## src/pcit_params.svh

```systemverilog
// constants for the pci target and arbiter model
`ifndef PCIT_PARAMS_SVH
`define PCIT_PARAMS_SVH
`define PCIT_CMD_MEMRD 4'h6
`define PCIT_CMD_MEMWR 4'h7
`define PCIT_BROKEN_IDLE 5'h10
`define PCIT_BCNT_W 5
`define PCIT_CNT_W 16
`define PCIT_WAIT_W 4
`define PCIT_BURST_W 8
`define PCIT_DEF_DEPTH 16
`define PCIT_DEF_BURST 8
`define PCIT_DEF_BASE 32'h10000000
`define PCIT_DEF_NAG 2
`endif

```

## src/pcit_pkg.sv

```systemverilog
// types shared by the pci target and arbiter model
`default_nettype none
package pcit_pkg;
  // bus lines as sampled by the target
  typedef struct packed {
    logic [31:0] ad;
    logic [3:0] cbe_n;
    logic frame_n;
    logic irdy_n;
  } pcit_bus_in_t;
  // target drive; an oe_n low means the line is driven
  typedef struct packed {
    logic [31:0] ad;
    logic ad_oe_n;
    logic trdy_n;
    logic devsel_n;
    logic stop_n;
    logic ctl_oe_n;
  } pcit_tgt_out_t;
  typedef enum logic [2:0] {
    PCIT_S_IDLE = 3'b000,
    PCIT_S_TURN = 3'b001,
    PCIT_S_DATA = 3'b010,
    PCIT_S_STOP = 3'b011,
    PCIT_S_BACK = 3'b100
  } pcit_state_t;
endpackage
`default_nettype wire

```

## src/pcit_arb.sv

```systemverilog
// central arbiter: round robin, parking, broken master removal
`timescale 1ns/1ns
`default_nettype none
`include "pcit_params.svh"
module pcit_arb #(
  parameter int NAG = `PCIT_DEF_NAG,
  parameter int PARK = 0,
  parameter bit PARK_EN = 1'b1
) (
  input wire logic core_clk,
  input wire logic rstn,
  input wire logic frame_n,
  input wire logic irdy_n,
  input wire logic [NAG-1:0] req_n,
  output logic [NAG-1:0] gnt_n,
  output logic [NAG-1:0] broken_o
);
  import pcit_pkg::*;
  localparam int IW = $clog2(NAG);

  if (NAG < 2 || PARK >= NAG) begin : g_chk
    $error("pcit_arb: need at least two agents and a valid park agent");
  end

  logic [NAG-1:0] gnt_q, gnt_d, broken_q, broken_d, req, win_any, win_oth, park_vec;
  logic [IW-1:0] last_q, last_d;
  logic [`PCIT_BCNT_W-1:0] bcnt_q, bcnt_d;
  logic busy, cur_req, trip;

  // first requester after the last owner
  function automatic logic [NAG-1:0] pick(input logic [NAG-1:0] r, input int from);
    logic [NAG-1:0] g;
    int k;
    g = '0;
    for (int i = NAG; i >= 1; i--) begin
      k = (from + i) % NAG;
      if (r[k]) begin
        g = '0;
        g[k] = 1'b1;
      end
    end
    return g;
  endfunction

  // ****************************************
  // grant selection
  // ****************************************
  always_comb begin
    busy = ~frame_n | ~irdy_n;
    req = ~req_n & ~broken_q;
    park_vec = '0;
    park_vec[PARK] = PARK_EN;
    win_any = pick(req, int'(last_q));
    win_oth = pick(req & ~gnt_q, int'(last_q));
    cur_req = |(gnt_q & req);
    trip = cur_req && !busy && (bcnt_q == `PCIT_BROKEN_IDLE - 5'h01);
    bcnt_d = (cur_req && !busy) ? bcnt_q + 5'h01 : '0;
    // broken mark lasts while the agent keeps requesting
    broken_d = broken_q & ~req_n;
    gnt_d = gnt_q;
    if (gnt_q == '0) begin
      gnt_d = (req != '0) ? win_any : park_vec;
    end else if (trip) begin
      gnt_d = '0;
      broken_d = broken_d | gnt_q;
      bcnt_d = '0;
    end else if (busy) begin
      if (!frame_n && win_oth != '0) begin
        gnt_d = win_oth;
      end
    end else begin
      if (!cur_req && !(gnt_q == park_vec && req == '0)) begin
        gnt_d = '0;
      end
    end
    last_d = last_q;
    for (int i = 0; i < NAG; i++) begin
      if (gnt_d[i]) begin
        last_d = IW'(i);
      end
    end
  end

  always_ff @(posedge core_clk or negedge rstn) begin
    if (!rstn) begin
      gnt_q <= '0;
      broken_q <= '0;
      last_q <= '0;
      bcnt_q <= '0;
    end else begin
      gnt_q <= gnt_d;
      broken_q <= broken_d;
      last_q <= last_d;
      bcnt_q <= bcnt_d;
    end
  end

  assign gnt_n = ~gnt_q;
  assign broken_o = broken_q;
endmodule // pcit_arb
`default_nettype wire

```

## src/pcit_target.sv

```systemverilog
// pci memory target with central arbiter, model of the bus outside a master
`timescale 1ns/1ns
`default_nettype none
`include "pcit_params.svh"
module pcit_target #(
  parameter int DEPTH = `PCIT_DEF_DEPTH,
  parameter int BURST = `PCIT_DEF_BURST,
  parameter logic [31:0] BASE = `PCIT_DEF_BASE,
  parameter int NAG = `PCIT_DEF_NAG
) (
  input wire logic core_clk,
  input wire logic rstn,
  input wire pcit_pkg::pcit_bus_in_t bus_i,
  output pcit_pkg::pcit_tgt_out_t bus_o,
  input wire logic [NAG-1:0] req_n,
  output logic [NAG-1:0] gnt_n,
  output logic [NAG-1:0] broken_o,
  input wire logic retry_i,
  input wire logic [`PCIT_WAIT_W-1:0] wait_i,
  output logic [`PCIT_CNT_W-1:0] xfer_cnt_o,
  output logic busy_o
);
  import pcit_pkg::*;
  localparam int AW = $clog2(DEPTH);

  if (DEPTH < 2 || (1 << AW) != DEPTH || BURST < 1 || BURST > 255) begin : g_chk
    $error("pcit_target: depth must be a power of two, burst 1 to 255");
  end

  // ****************************************
  // state
  // ****************************************
  pcit_state_t state_q, state_d;
  logic [31:0] ad_q, ad_d, mem_wd;
  logic [31:0] mem_q [DEPTH];
  logic [AW-1:0] idx_q, idx_d, nxt_idx;
  logic [`PCIT_WAIT_W-1:0] wcnt_q, wcnt_d, wcfg_q, wcfg_d;
  logic [`PCIT_CNT_W-1:0] cnt_q, cnt_d;
  logic [`PCIT_BURST_W-1:0] burst_q, burst_d;
  logic devsel_q, devsel_d, trdy_q, trdy_d, stop_q, stop_d;
  logic ctl_oe_q, ctl_oe_d, ad_oe_q, ad_oe_d, rd_q, rd_d;
  logic idle_q, addr_phase, hit, is_rd, is_wr, xfer, mem_we;

  // byte lanes with cbe low take the new data
  function automatic logic [31:0] bmerge(input logic [31:0] old, input logic [31:0] nw,
                                         input logic [3:0] be_n);
    logic [31:0] r;
    r = old;
    for (int b = 0; b < 4; b++) begin
      if (!be_n[b]) begin
        r[b*8 +: 8] = nw[b*8 +: 8];
      end
    end
    return r;
  endfunction

  // ****************************************
  // decode
  // ****************************************
  always_comb begin
    // address phase is first frame low after idle
    addr_phase = !bus_i.frame_n && idle_q;
    hit = (bus_i.ad[31:AW+2] == BASE[31:AW+2]);
    is_rd = (bus_i.cbe_n == `PCIT_CMD_MEMRD);
    is_wr = (bus_i.cbe_n == `PCIT_CMD_MEMWR);
    // transfer needs both ready lines low
    xfer = !bus_i.irdy_n && !trdy_q && (state_q == PCIT_S_DATA);
    nxt_idx = idx_q + 1'b1;
  end

  // ****************************************
  // target sequencer
  // ****************************************
  always_comb begin
    state_d = state_q;
    devsel_d = devsel_q;
    trdy_d = trdy_q;
    stop_d = stop_q;
    ctl_oe_d = ctl_oe_q;
    ad_oe_d = ad_oe_q;
    ad_d = ad_q;
    idx_d = idx_q;
    wcnt_d = wcnt_q;
    wcfg_d = wcfg_q;
    rd_d = rd_q;
    cnt_d = cnt_q;
    burst_d = burst_q;
    mem_we = 1'b0;
    mem_wd = bmerge(mem_q[idx_q], bus_i.ad, bus_i.cbe_n);
    unique case (state_q)
      PCIT_S_IDLE: begin
        if (addr_phase && hit && (is_rd || is_wr)) begin
          idx_d = bus_i.ad[AW+1:2];
          rd_d = is_rd;
          wcfg_d = wait_i;
          wcnt_d = wait_i;
          burst_d = '0;
          devsel_d = 1'b0;
          ctl_oe_d = 1'b0;
          if (retry_i) begin
            // retry: claim and stop, no data moves
            stop_d = 1'b0;
            state_d = PCIT_S_STOP;
          end else if (is_rd) begin
            state_d = PCIT_S_TURN;
          end else begin
            // write data phase starts at once
            trdy_d = (wait_i != '0);
            state_d = PCIT_S_DATA;
          end
        end
      end
      PCIT_S_TURN: begin
        // drive ad after turnaround with devsel low
        ad_oe_d = 1'b0;
        ad_d = mem_q[idx_q];
        // trdy only once devsel is low
        trdy_d = (wcnt_q != '0);
        state_d = PCIT_S_DATA;
      end
      PCIT_S_DATA: begin
        if (xfer) begin
          cnt_d = cnt_q + 16'h0001;
          burst_d = burst_q + 8'h01;
          mem_we = !rd_q;
          // frame high at the transfer marks the last phase
          if (bus_i.frame_n) begin
            devsel_d = 1'b1;
            trdy_d = 1'b1;
            ad_oe_d = 1'b1;
            state_d = PCIT_S_BACK;
          end else if (burst_q == 8'(BURST - 1)) begin
            // disconnect keeps the bus from being held for long bursts
            trdy_d = 1'b1;
            stop_d = 1'b0;
            state_d = PCIT_S_STOP;
          end else begin
            idx_d = nxt_idx;
            ad_d = mem_q[nxt_idx];
            wcnt_d = wcfg_q;
            trdy_d = (wcfg_q != '0);
          end
        end else if (trdy_q) begin
          wcnt_d = wcnt_q - 4'h1;
          trdy_d = (wcnt_q != 4'h1);
        end
      end
      PCIT_S_STOP: begin
        // wait for the master to close the frame
        if (bus_i.frame_n) begin
          devsel_d = 1'b1;
          stop_d = 1'b1;
          ad_oe_d = 1'b1;
          state_d = PCIT_S_BACK;
        end
      end
      PCIT_S_BACK: begin
        // lines were driven high one clock; now release them
        ctl_oe_d = 1'b1;
        state_d = PCIT_S_IDLE;
      end
      default: begin
        state_d = PCIT_S_IDLE;
        devsel_d = 1'b1;
        trdy_d = 1'b1;
        stop_d = 1'b1;
        ctl_oe_d = 1'b1;
        ad_oe_d = 1'b1;
      end
    endcase
  end

  always_ff @(posedge core_clk or negedge rstn) begin
    if (!rstn) begin
      state_q <= PCIT_S_IDLE;
      devsel_q <= 1'b1;
      trdy_q <= 1'b1;
      stop_q <= 1'b1;
      ctl_oe_q <= 1'b1;
      ad_oe_q <= 1'b1;
      ad_q <= '0;
      idx_q <= '0;
      wcnt_q <= '0;
      wcfg_q <= '0;
      rd_q <= 1'b0;
      cnt_q <= '0;
      burst_q <= '0;
      idle_q <= 1'b0;
    end else begin
      state_q <= state_d;
      devsel_q <= devsel_d;
      trdy_q <= trdy_d;
      stop_q <= stop_d;
      ctl_oe_q <= ctl_oe_d;
      ad_oe_q <= ad_oe_d;
      ad_q <= ad_d;
      idx_q <= idx_d;
      wcnt_q <= wcnt_d;
      wcfg_q <= wcfg_d;
      rd_q <= rd_d;
      cnt_q <= cnt_d;
      burst_q <= burst_d;
      // idle when frame and irdy both high
      idle_q <= bus_i.frame_n && bus_i.irdy_n;
    end
  end

  // storage has no reset; contents are undefined until written
  always_ff @(posedge core_clk) begin
    if (mem_we) begin
      mem_q[idx_q] <= mem_wd;
    end
  end

  // ****************************************
  // arbiter and outputs
  // ****************************************
  pcit_arb #(.NAG(NAG), .PARK(0), .PARK_EN(1'b1)) u_arb (
    .core_clk(core_clk),
    .rstn(rstn),
    .frame_n(bus_i.frame_n),
    .irdy_n(bus_i.irdy_n),
    .req_n(req_n),
    .gnt_n(gnt_n),
    .broken_o(broken_o)
  );

  always_comb begin
    bus_o.ad = ad_q;
    bus_o.ad_oe_n = ad_oe_q;
    bus_o.trdy_n = trdy_q;
    bus_o.devsel_n = devsel_q;
    bus_o.stop_n = stop_q;
    bus_o.ctl_oe_n = ctl_oe_q;
  end
  assign xfer_cnt_o = cnt_q;
  assign busy_o = (state_q != PCIT_S_IDLE);
endmodule // pcit_target
`default_nettype wire

```

## config.mk

```make
export PLATFORM = sky130hd
export DESIGN_NAME = pcit_target
export DESIGN_NICKNAME = d
export VERILOG_FILES = /design/src/pcit_pkg.sv /design/src/pcit_arb.sv /design/src/pcit_target.sv
export VERILOG_INCLUDE_DIRS = /design/src
export SDC_FILE = /design/constraint.sdc
export NUM_CORES = 1
export LEC_CHECK = 0
export BUFFER_PORTS_ARGS = -buffer_cell sky130_fd_sc_hd__buf_2
export CORE_UTILIZATION = 67
export DETAILED_ROUTE_END_ITERATION = 7
export PLACE_DENSITY_LB_ADDON = 0.25
export SETUP_SLACK_MARGIN = 0.1
export SLEW_MARGIN = 5
export SYNTH_ARGS = -nofsm -noshare
export SYNTH_HDL_FRONTEND = slang
export SYNTH_HIERARCHICAL = 1
export SYNTH_SLANG_ARGS = --single-unit
```

## constraint.sdc

```tcl
create_clock -name core_clk -period 9.75 [get_ports core_clk]
set_input_delay 1.95 -clock core_clk [delete_from_list [all_inputs] [get_ports core_clk]]
set_output_delay 1.95 -clock core_clk [all_outputs]
set_load 0.02 [all_outputs]
```

# Yosys cells after proc, flatten, opt, wreduce, memory -nomap -nowiden
# Memory sizes are Yosys's and may differ from the RTL's.
# Index checks and enable logic that the tools add are counted.
# classes
n_addsub	7
multipliers	0
n_div	0
order_cmp	4
n_eq_ne	24
shifts	0
mux	90
n_bitwise	17
reduce_logical	50
# ops
op	count
32-bit two-way mux	3
32-bit one-hot mux with 2 select lines	1
8-bit two-way mux	6
1-bit two-way mux	38
4-bit two-way mux	9
2-bit two-way mux	14
26-bit by 23-bit == test with 1-bit output, second input constant	1
16-bit by 1-bit adder with 16-bit output, second input constant	1
2-bit != test, second input constant	8
1-bit one-hot mux with 4 select lines	4
4-bit one-hot mux with 2 select lines	2
8-bit one-hot mux with 2 select lines	1
3-bit two-way mux	5
5-bit two-way mux	3
1-bit logical AND	13
3-bit one-hot mux with 4 select lines	1
4-bit AND reduction	3
4-bit nonzero test	3
5-bit AND reduction	2
2-bit nonzero test	5
3-bit != test, second input constant	3
8-bit by 1-bit adder with 8-bit output, second input constant	1
2-bit AND	4
4-bit by 3-bit == test with 1-bit output, second input constant	2
32 further kinds	59
# word_totals
regBits	88
latchBits	0
ram_bits	512
romBits	0
input_bits	47
out_inout_bits	58
wordCells	211
memories	1
# mem_list
name	words	width	read_ports	rd_clocked_by_memory_dff	wr	line	text
mem_q	16	32	2	0	1	pcit_target.sv:35	logic [31:0] mem_q [DEPTH];

# Depth between registers and ports, before layout
# logic_depth
ltp_word	16
mapped_depth	12

# By module
# Netlist, hierarchy kept.
# by_module_without_submodules
module	instances	cells_each	area_each_um2	seq_area_each_um2
pcit_target	1	1532	27526.4	17332.9
pcit_arb	1	59	568.0	250.2

# Worst setup path after synthesis
# No wires, ideal clock.
# synth_timing
path_type	in2reg
start	input port bus_i[0] (netlist bit)
end	memory mem_q[3][0], enable pin
arrival_time_ns	4.734
slack_ns	4.555
path_stages	5
path_cell_list	nor2_1 -> nand2_1 -> nor2_1 -> nand2_1 -> nor3_1
# synth_between
elab_chain_cells	7
# synth_rtl
item	line	text
from (decl)	pcit_target.sv:13	input wire pcit_pkg::pcit_bus_in_t bus_i,
1-bit zero test	pcit_target.sv:67	xfer = !bus_i.irdy_n && !trdy_q && (state_q == PCIT_S_DATA);
1-bit logical AND (2 in series)	pcit_target.sv:67	
1-bit two-way mux	pcit_target.sv:122	if (xfer) begin
1-bit two-way mux	pcit_target.sv:90	unique case (state_q)
1-bit two-way mux	pcit_target.sv:210	if (mem_we) begin
1-bit two-way mux (implied by the code)	pcit_target.sv:211	mem_q[idx_q] <= mem_wd;
to (decl)	pcit_target.sv:35	
# Every way passes these cells.

# Worst setup path after layout
# layout_timing
start	input port bus_i[28] (netlist bit)
end	register burst_q[3]
# layout_between
elab_chain_cells	5
# layout_rtl
item	line	text
26-bit by 23-bit == test with 1-bit output	pcit_target.sv:63	hit = (bus_i.ad[31:AW+2] == BASE[31:AW+2]);
1-bit logical AND (2 in series)	pcit_target.sv:92	if (addr_phase && hit && (is_rd || is_wr)) begin
2-bit != test (no line)	-	
3-bit AND reduction (no line)	-	
to (signal assigned)	pcit_target.sv:202	burst_q <= burst_d;
to (decl)	pcit_target.sv:39	logic [`PCIT_BURST_W-1:0] burst_q, burst_d;
# Every way passes these cells.
# A chain may end at the register's enable or synchronous reset.

==> flow_summary.toml <==
[run_status]
status = "complete, but fails checks"
violations = "DRC"

[sta]
finalSetupViolations = 0
period_share = 0.476
whs_ps = 463
setup_slack_ps = 5100
rsz0062_at_grt = "false"
worst_pin_slew_ps = 1320
slew_violations = 0
max_freq_mhz = 215
hold_viol = 0
setup_tns_ps = 0
min_period_ps = 4650
max_slew_margin = 0.112
fin_skew_ps = 23.3

[grt]
grt_pass1_vias = 17100
overflow = 0
grt_pass1_wl_um = 106000
antenna_found_initial = 1
gr-usage-all-layers = 0.349
grt_max_degree = 154

[clock_network]
clk_latency_ps = 640
cts_buffer_depth = 3
clkSinkCount = 600
cts_buffers = 59
ctsHoldBuffers = 0
cts_setup_buffers = 0
cts_tree = "built"
root_buffer = "clkbuf_16"
cts-htree-levels = 2
clk_pin_slew_ps = 60
cts_resized = 0

[flow_run]
maxCapViolations = 0

[synth]
ys_warn_count = 6
synth_area_leaders = "edfxtp_1 (55%), mux4_2 (20%), dfrtp_1 (7.4%)"
synth_nets = 1648
yosysTopAreaCellShare = 0.547
synthArstFlopShare = 0.147
synth-seq-cells = 600
synth_xor_area_frac = 0.00806
synth-edff-count = 512
synth.distinct_cells = 70
syn_area_sq_um = 28100
synth_top_family_by_area = "multiplexers"
synthAdderAreaFrac = 0.00445
avgSynthCellArea_sq_um = 17.7
synth_mux_area_frac = 0.232
synth_top_area_cell = "edfxtp_1"
synthFlopType = "edfxtp_1"
synth_compound_area_frac = 0.0555
synth_seq_area_share = 0.626
yosys.area_share.simple = 0.0462
synthCells = 1591

[die]
die_h_um = 207
start_util = 0.683
core_sq_um = 41100
num_rows = 74
die_x_um = 207
io_pins = 105
die_area_sq_um = 42800

[placement]
portBuffers = 104
gp_congestion = 0.867
place_ws_ps = 4440
hpwl_um = 39200

[critical_path]
crit_path_start_kind = "input port"
crit_fanout = 15
criticalPathCategory = "in -> reg"
crit_arrival_ps = 5140
cp-end-kind = "flip-flop"
required_ps = 10250

[pwr]
comb_power_share = 0.076
p_leak_uw = 0.0109
clockPowerShare = 0.412
netSwitchingFraction = 0.225
power_density_nw_per_um2 = 179
switchingPower_uw = 1250
ir_worst_vdd_mv = 0.159
pwr-share-seq = 0.512
p_int_uw = 4310

[layout]
final_common_cell = "edfxtp_1"
layout.nets = 1724
drive_above_1_share = 0.327
final_cell_mix = "edfxtp_1 (512), mux4_2 (255), nand2_1 (139), buf_2 (103), dfrtp_1 (81)"
syn_to_final_growth_pct = 10.2

[routing]
ant_nets = 0
wl_per_cell_um = 32.0
vias = 16800
drc_errors = 8
drt-initial-drc-count = 2292
first_pass_iters = 8
via_per_inst = 7.45
wl_um = 72100

[hold_path]
holdCritPathClass = "reg -> reg"
==> critical path, stage by stage <==
cell and delay, ps:
buf_2 110, nor4_1 1090, nand4_1 560, nor3_2 860, nor2_1 200, o21ai_0 240
o21ai_0 120
==> metrics by stage <==
step / instance area, sq um / total power (uW) / std cells / util
after global routing: 31000 / 5690 / 2250 / 0.753
after CTS: 31000 / 5560 / 2249 / 0.753
after global placement: 29000 / 3300 / 2137 / 0.705
after detailed placement: 29000 / 3310 / 2138 / 0.705
final: 31000 / 5560 / 2250 / 0.753
after floorplan: 28100 / 3200 / 1591 / -
==> metal layers <==
metal  wire length (um)  vias to the layer above  global-route usage
li1                   -                     6762                   -
met1              25700                     8602               0.467
met2              34900                     1172               0.558
met3               8160                      234              0.0788
met4               3370                        0               0.159
met5                  0                        -                   0
==> state kept, by name, summed over array words and instances (netlist names) <==
| register | flops |
|---|---|
| ctl_oe_q | 1 |
| state_q | 3 |
| u_arb/broken_o | 2 |
| u_arb/last_q | 1 |
| xfer_cnt_o | 16 |
| rd_q | 1 |
| idle_q | 1 |
| ad_oe_q | 1 |
| u_arb/gnt_q | 2 |
| stop_q | 1 |
| u_arb/bcnt_q | 5 |
| devsel_q | 1 |
| burst_q | 8 |
| mem_q | 512 |
| ad_q | 32 |
| wcnt_q | 4 |
| wcfg_q | 4 |
| idx_q | 4 |
| trdy_q | 1 |
==> final timing paths <==
path / slack [ps] / cells after the start / start / endpoint
worst max-delay path: 5100 / 7 / bus_i[28] / burst_q[3]
worst min-delay path: 460 / 1 / u_arb/bcnt_q[0] / u_arb/bcnt_q[0]
worst max register to register: 5330 / 7 / idx_q[0] / mem_q[12][22]
worst min register to register: 460 / 1 / u_arb/bcnt_q[0] / u_arb/bcnt_q[0]
max in group asynchronous: 7040 / 2 / rstn / idx_q[1]
min in group asynchronous: 1270 / 1 / rstn / ad_q[1]
==> power groups by stage <==
stage	sequential (uW)	combinational (uW)	clock, uW
2_1_floorplan	2880	322	0
3_5_place_dp	2900	417	0
4_1_cts	2840	421	2300
3_3_place_gp	2890	405	0
6_report	2840	424	2290
5_1_grt	2840	453	2390
==> cell usage after synthesis (4+ instances only) <==
master and count:
buf_4 32, ha_1 10, o22ai_1 34, buf_6 14, inv_1 14, and2_1 6
mux2i_1 30, edfxtp_1 512, a31oi_1 9, xnor2_1 15, nand2_1 140, mux4_1 4
mux4_2 255, dfrtp_1 83, dfstp_2 5, a32o_1 31, buf_2 29, nor4_1 8
nand4_1 9, nand3_1 11, a21oi_1 42, nor2b_1 6, mux2_2 28, mux2_4 4
and3_1 9, clkbuf_1 38, xor2_1 9, o21ai_0 22, nor3_1 10, buf_1 5
a22oi_1 64, nor2_1 53
==> area by class of cell <==
cell class,count,area [sq um]
Clock buffer,89,1730
Clock inverter,22,228
Tap cell,532,666
Timing Repair Buffer,135,768
Sequential cell,600,17600
Antenna cell,1,2.50
Fill cell,2288,10100
Inverter,14,52.6
Multi-Input combinational cell,857,9920
==> cells by family (layout without fill, tap and decap cells) <==
group	count (synthesis)	after routing
and+or+nand+nor	278	278
muxes	321	321
xor gates and xnor gates	25	25
DFF	600	600
adders and majority gates	10	10
other	0	1
AOI/OAI and AO/OA	223	223
buffers and inverters	134	260
Note: power is estimated with default switching activity, not from simulation.
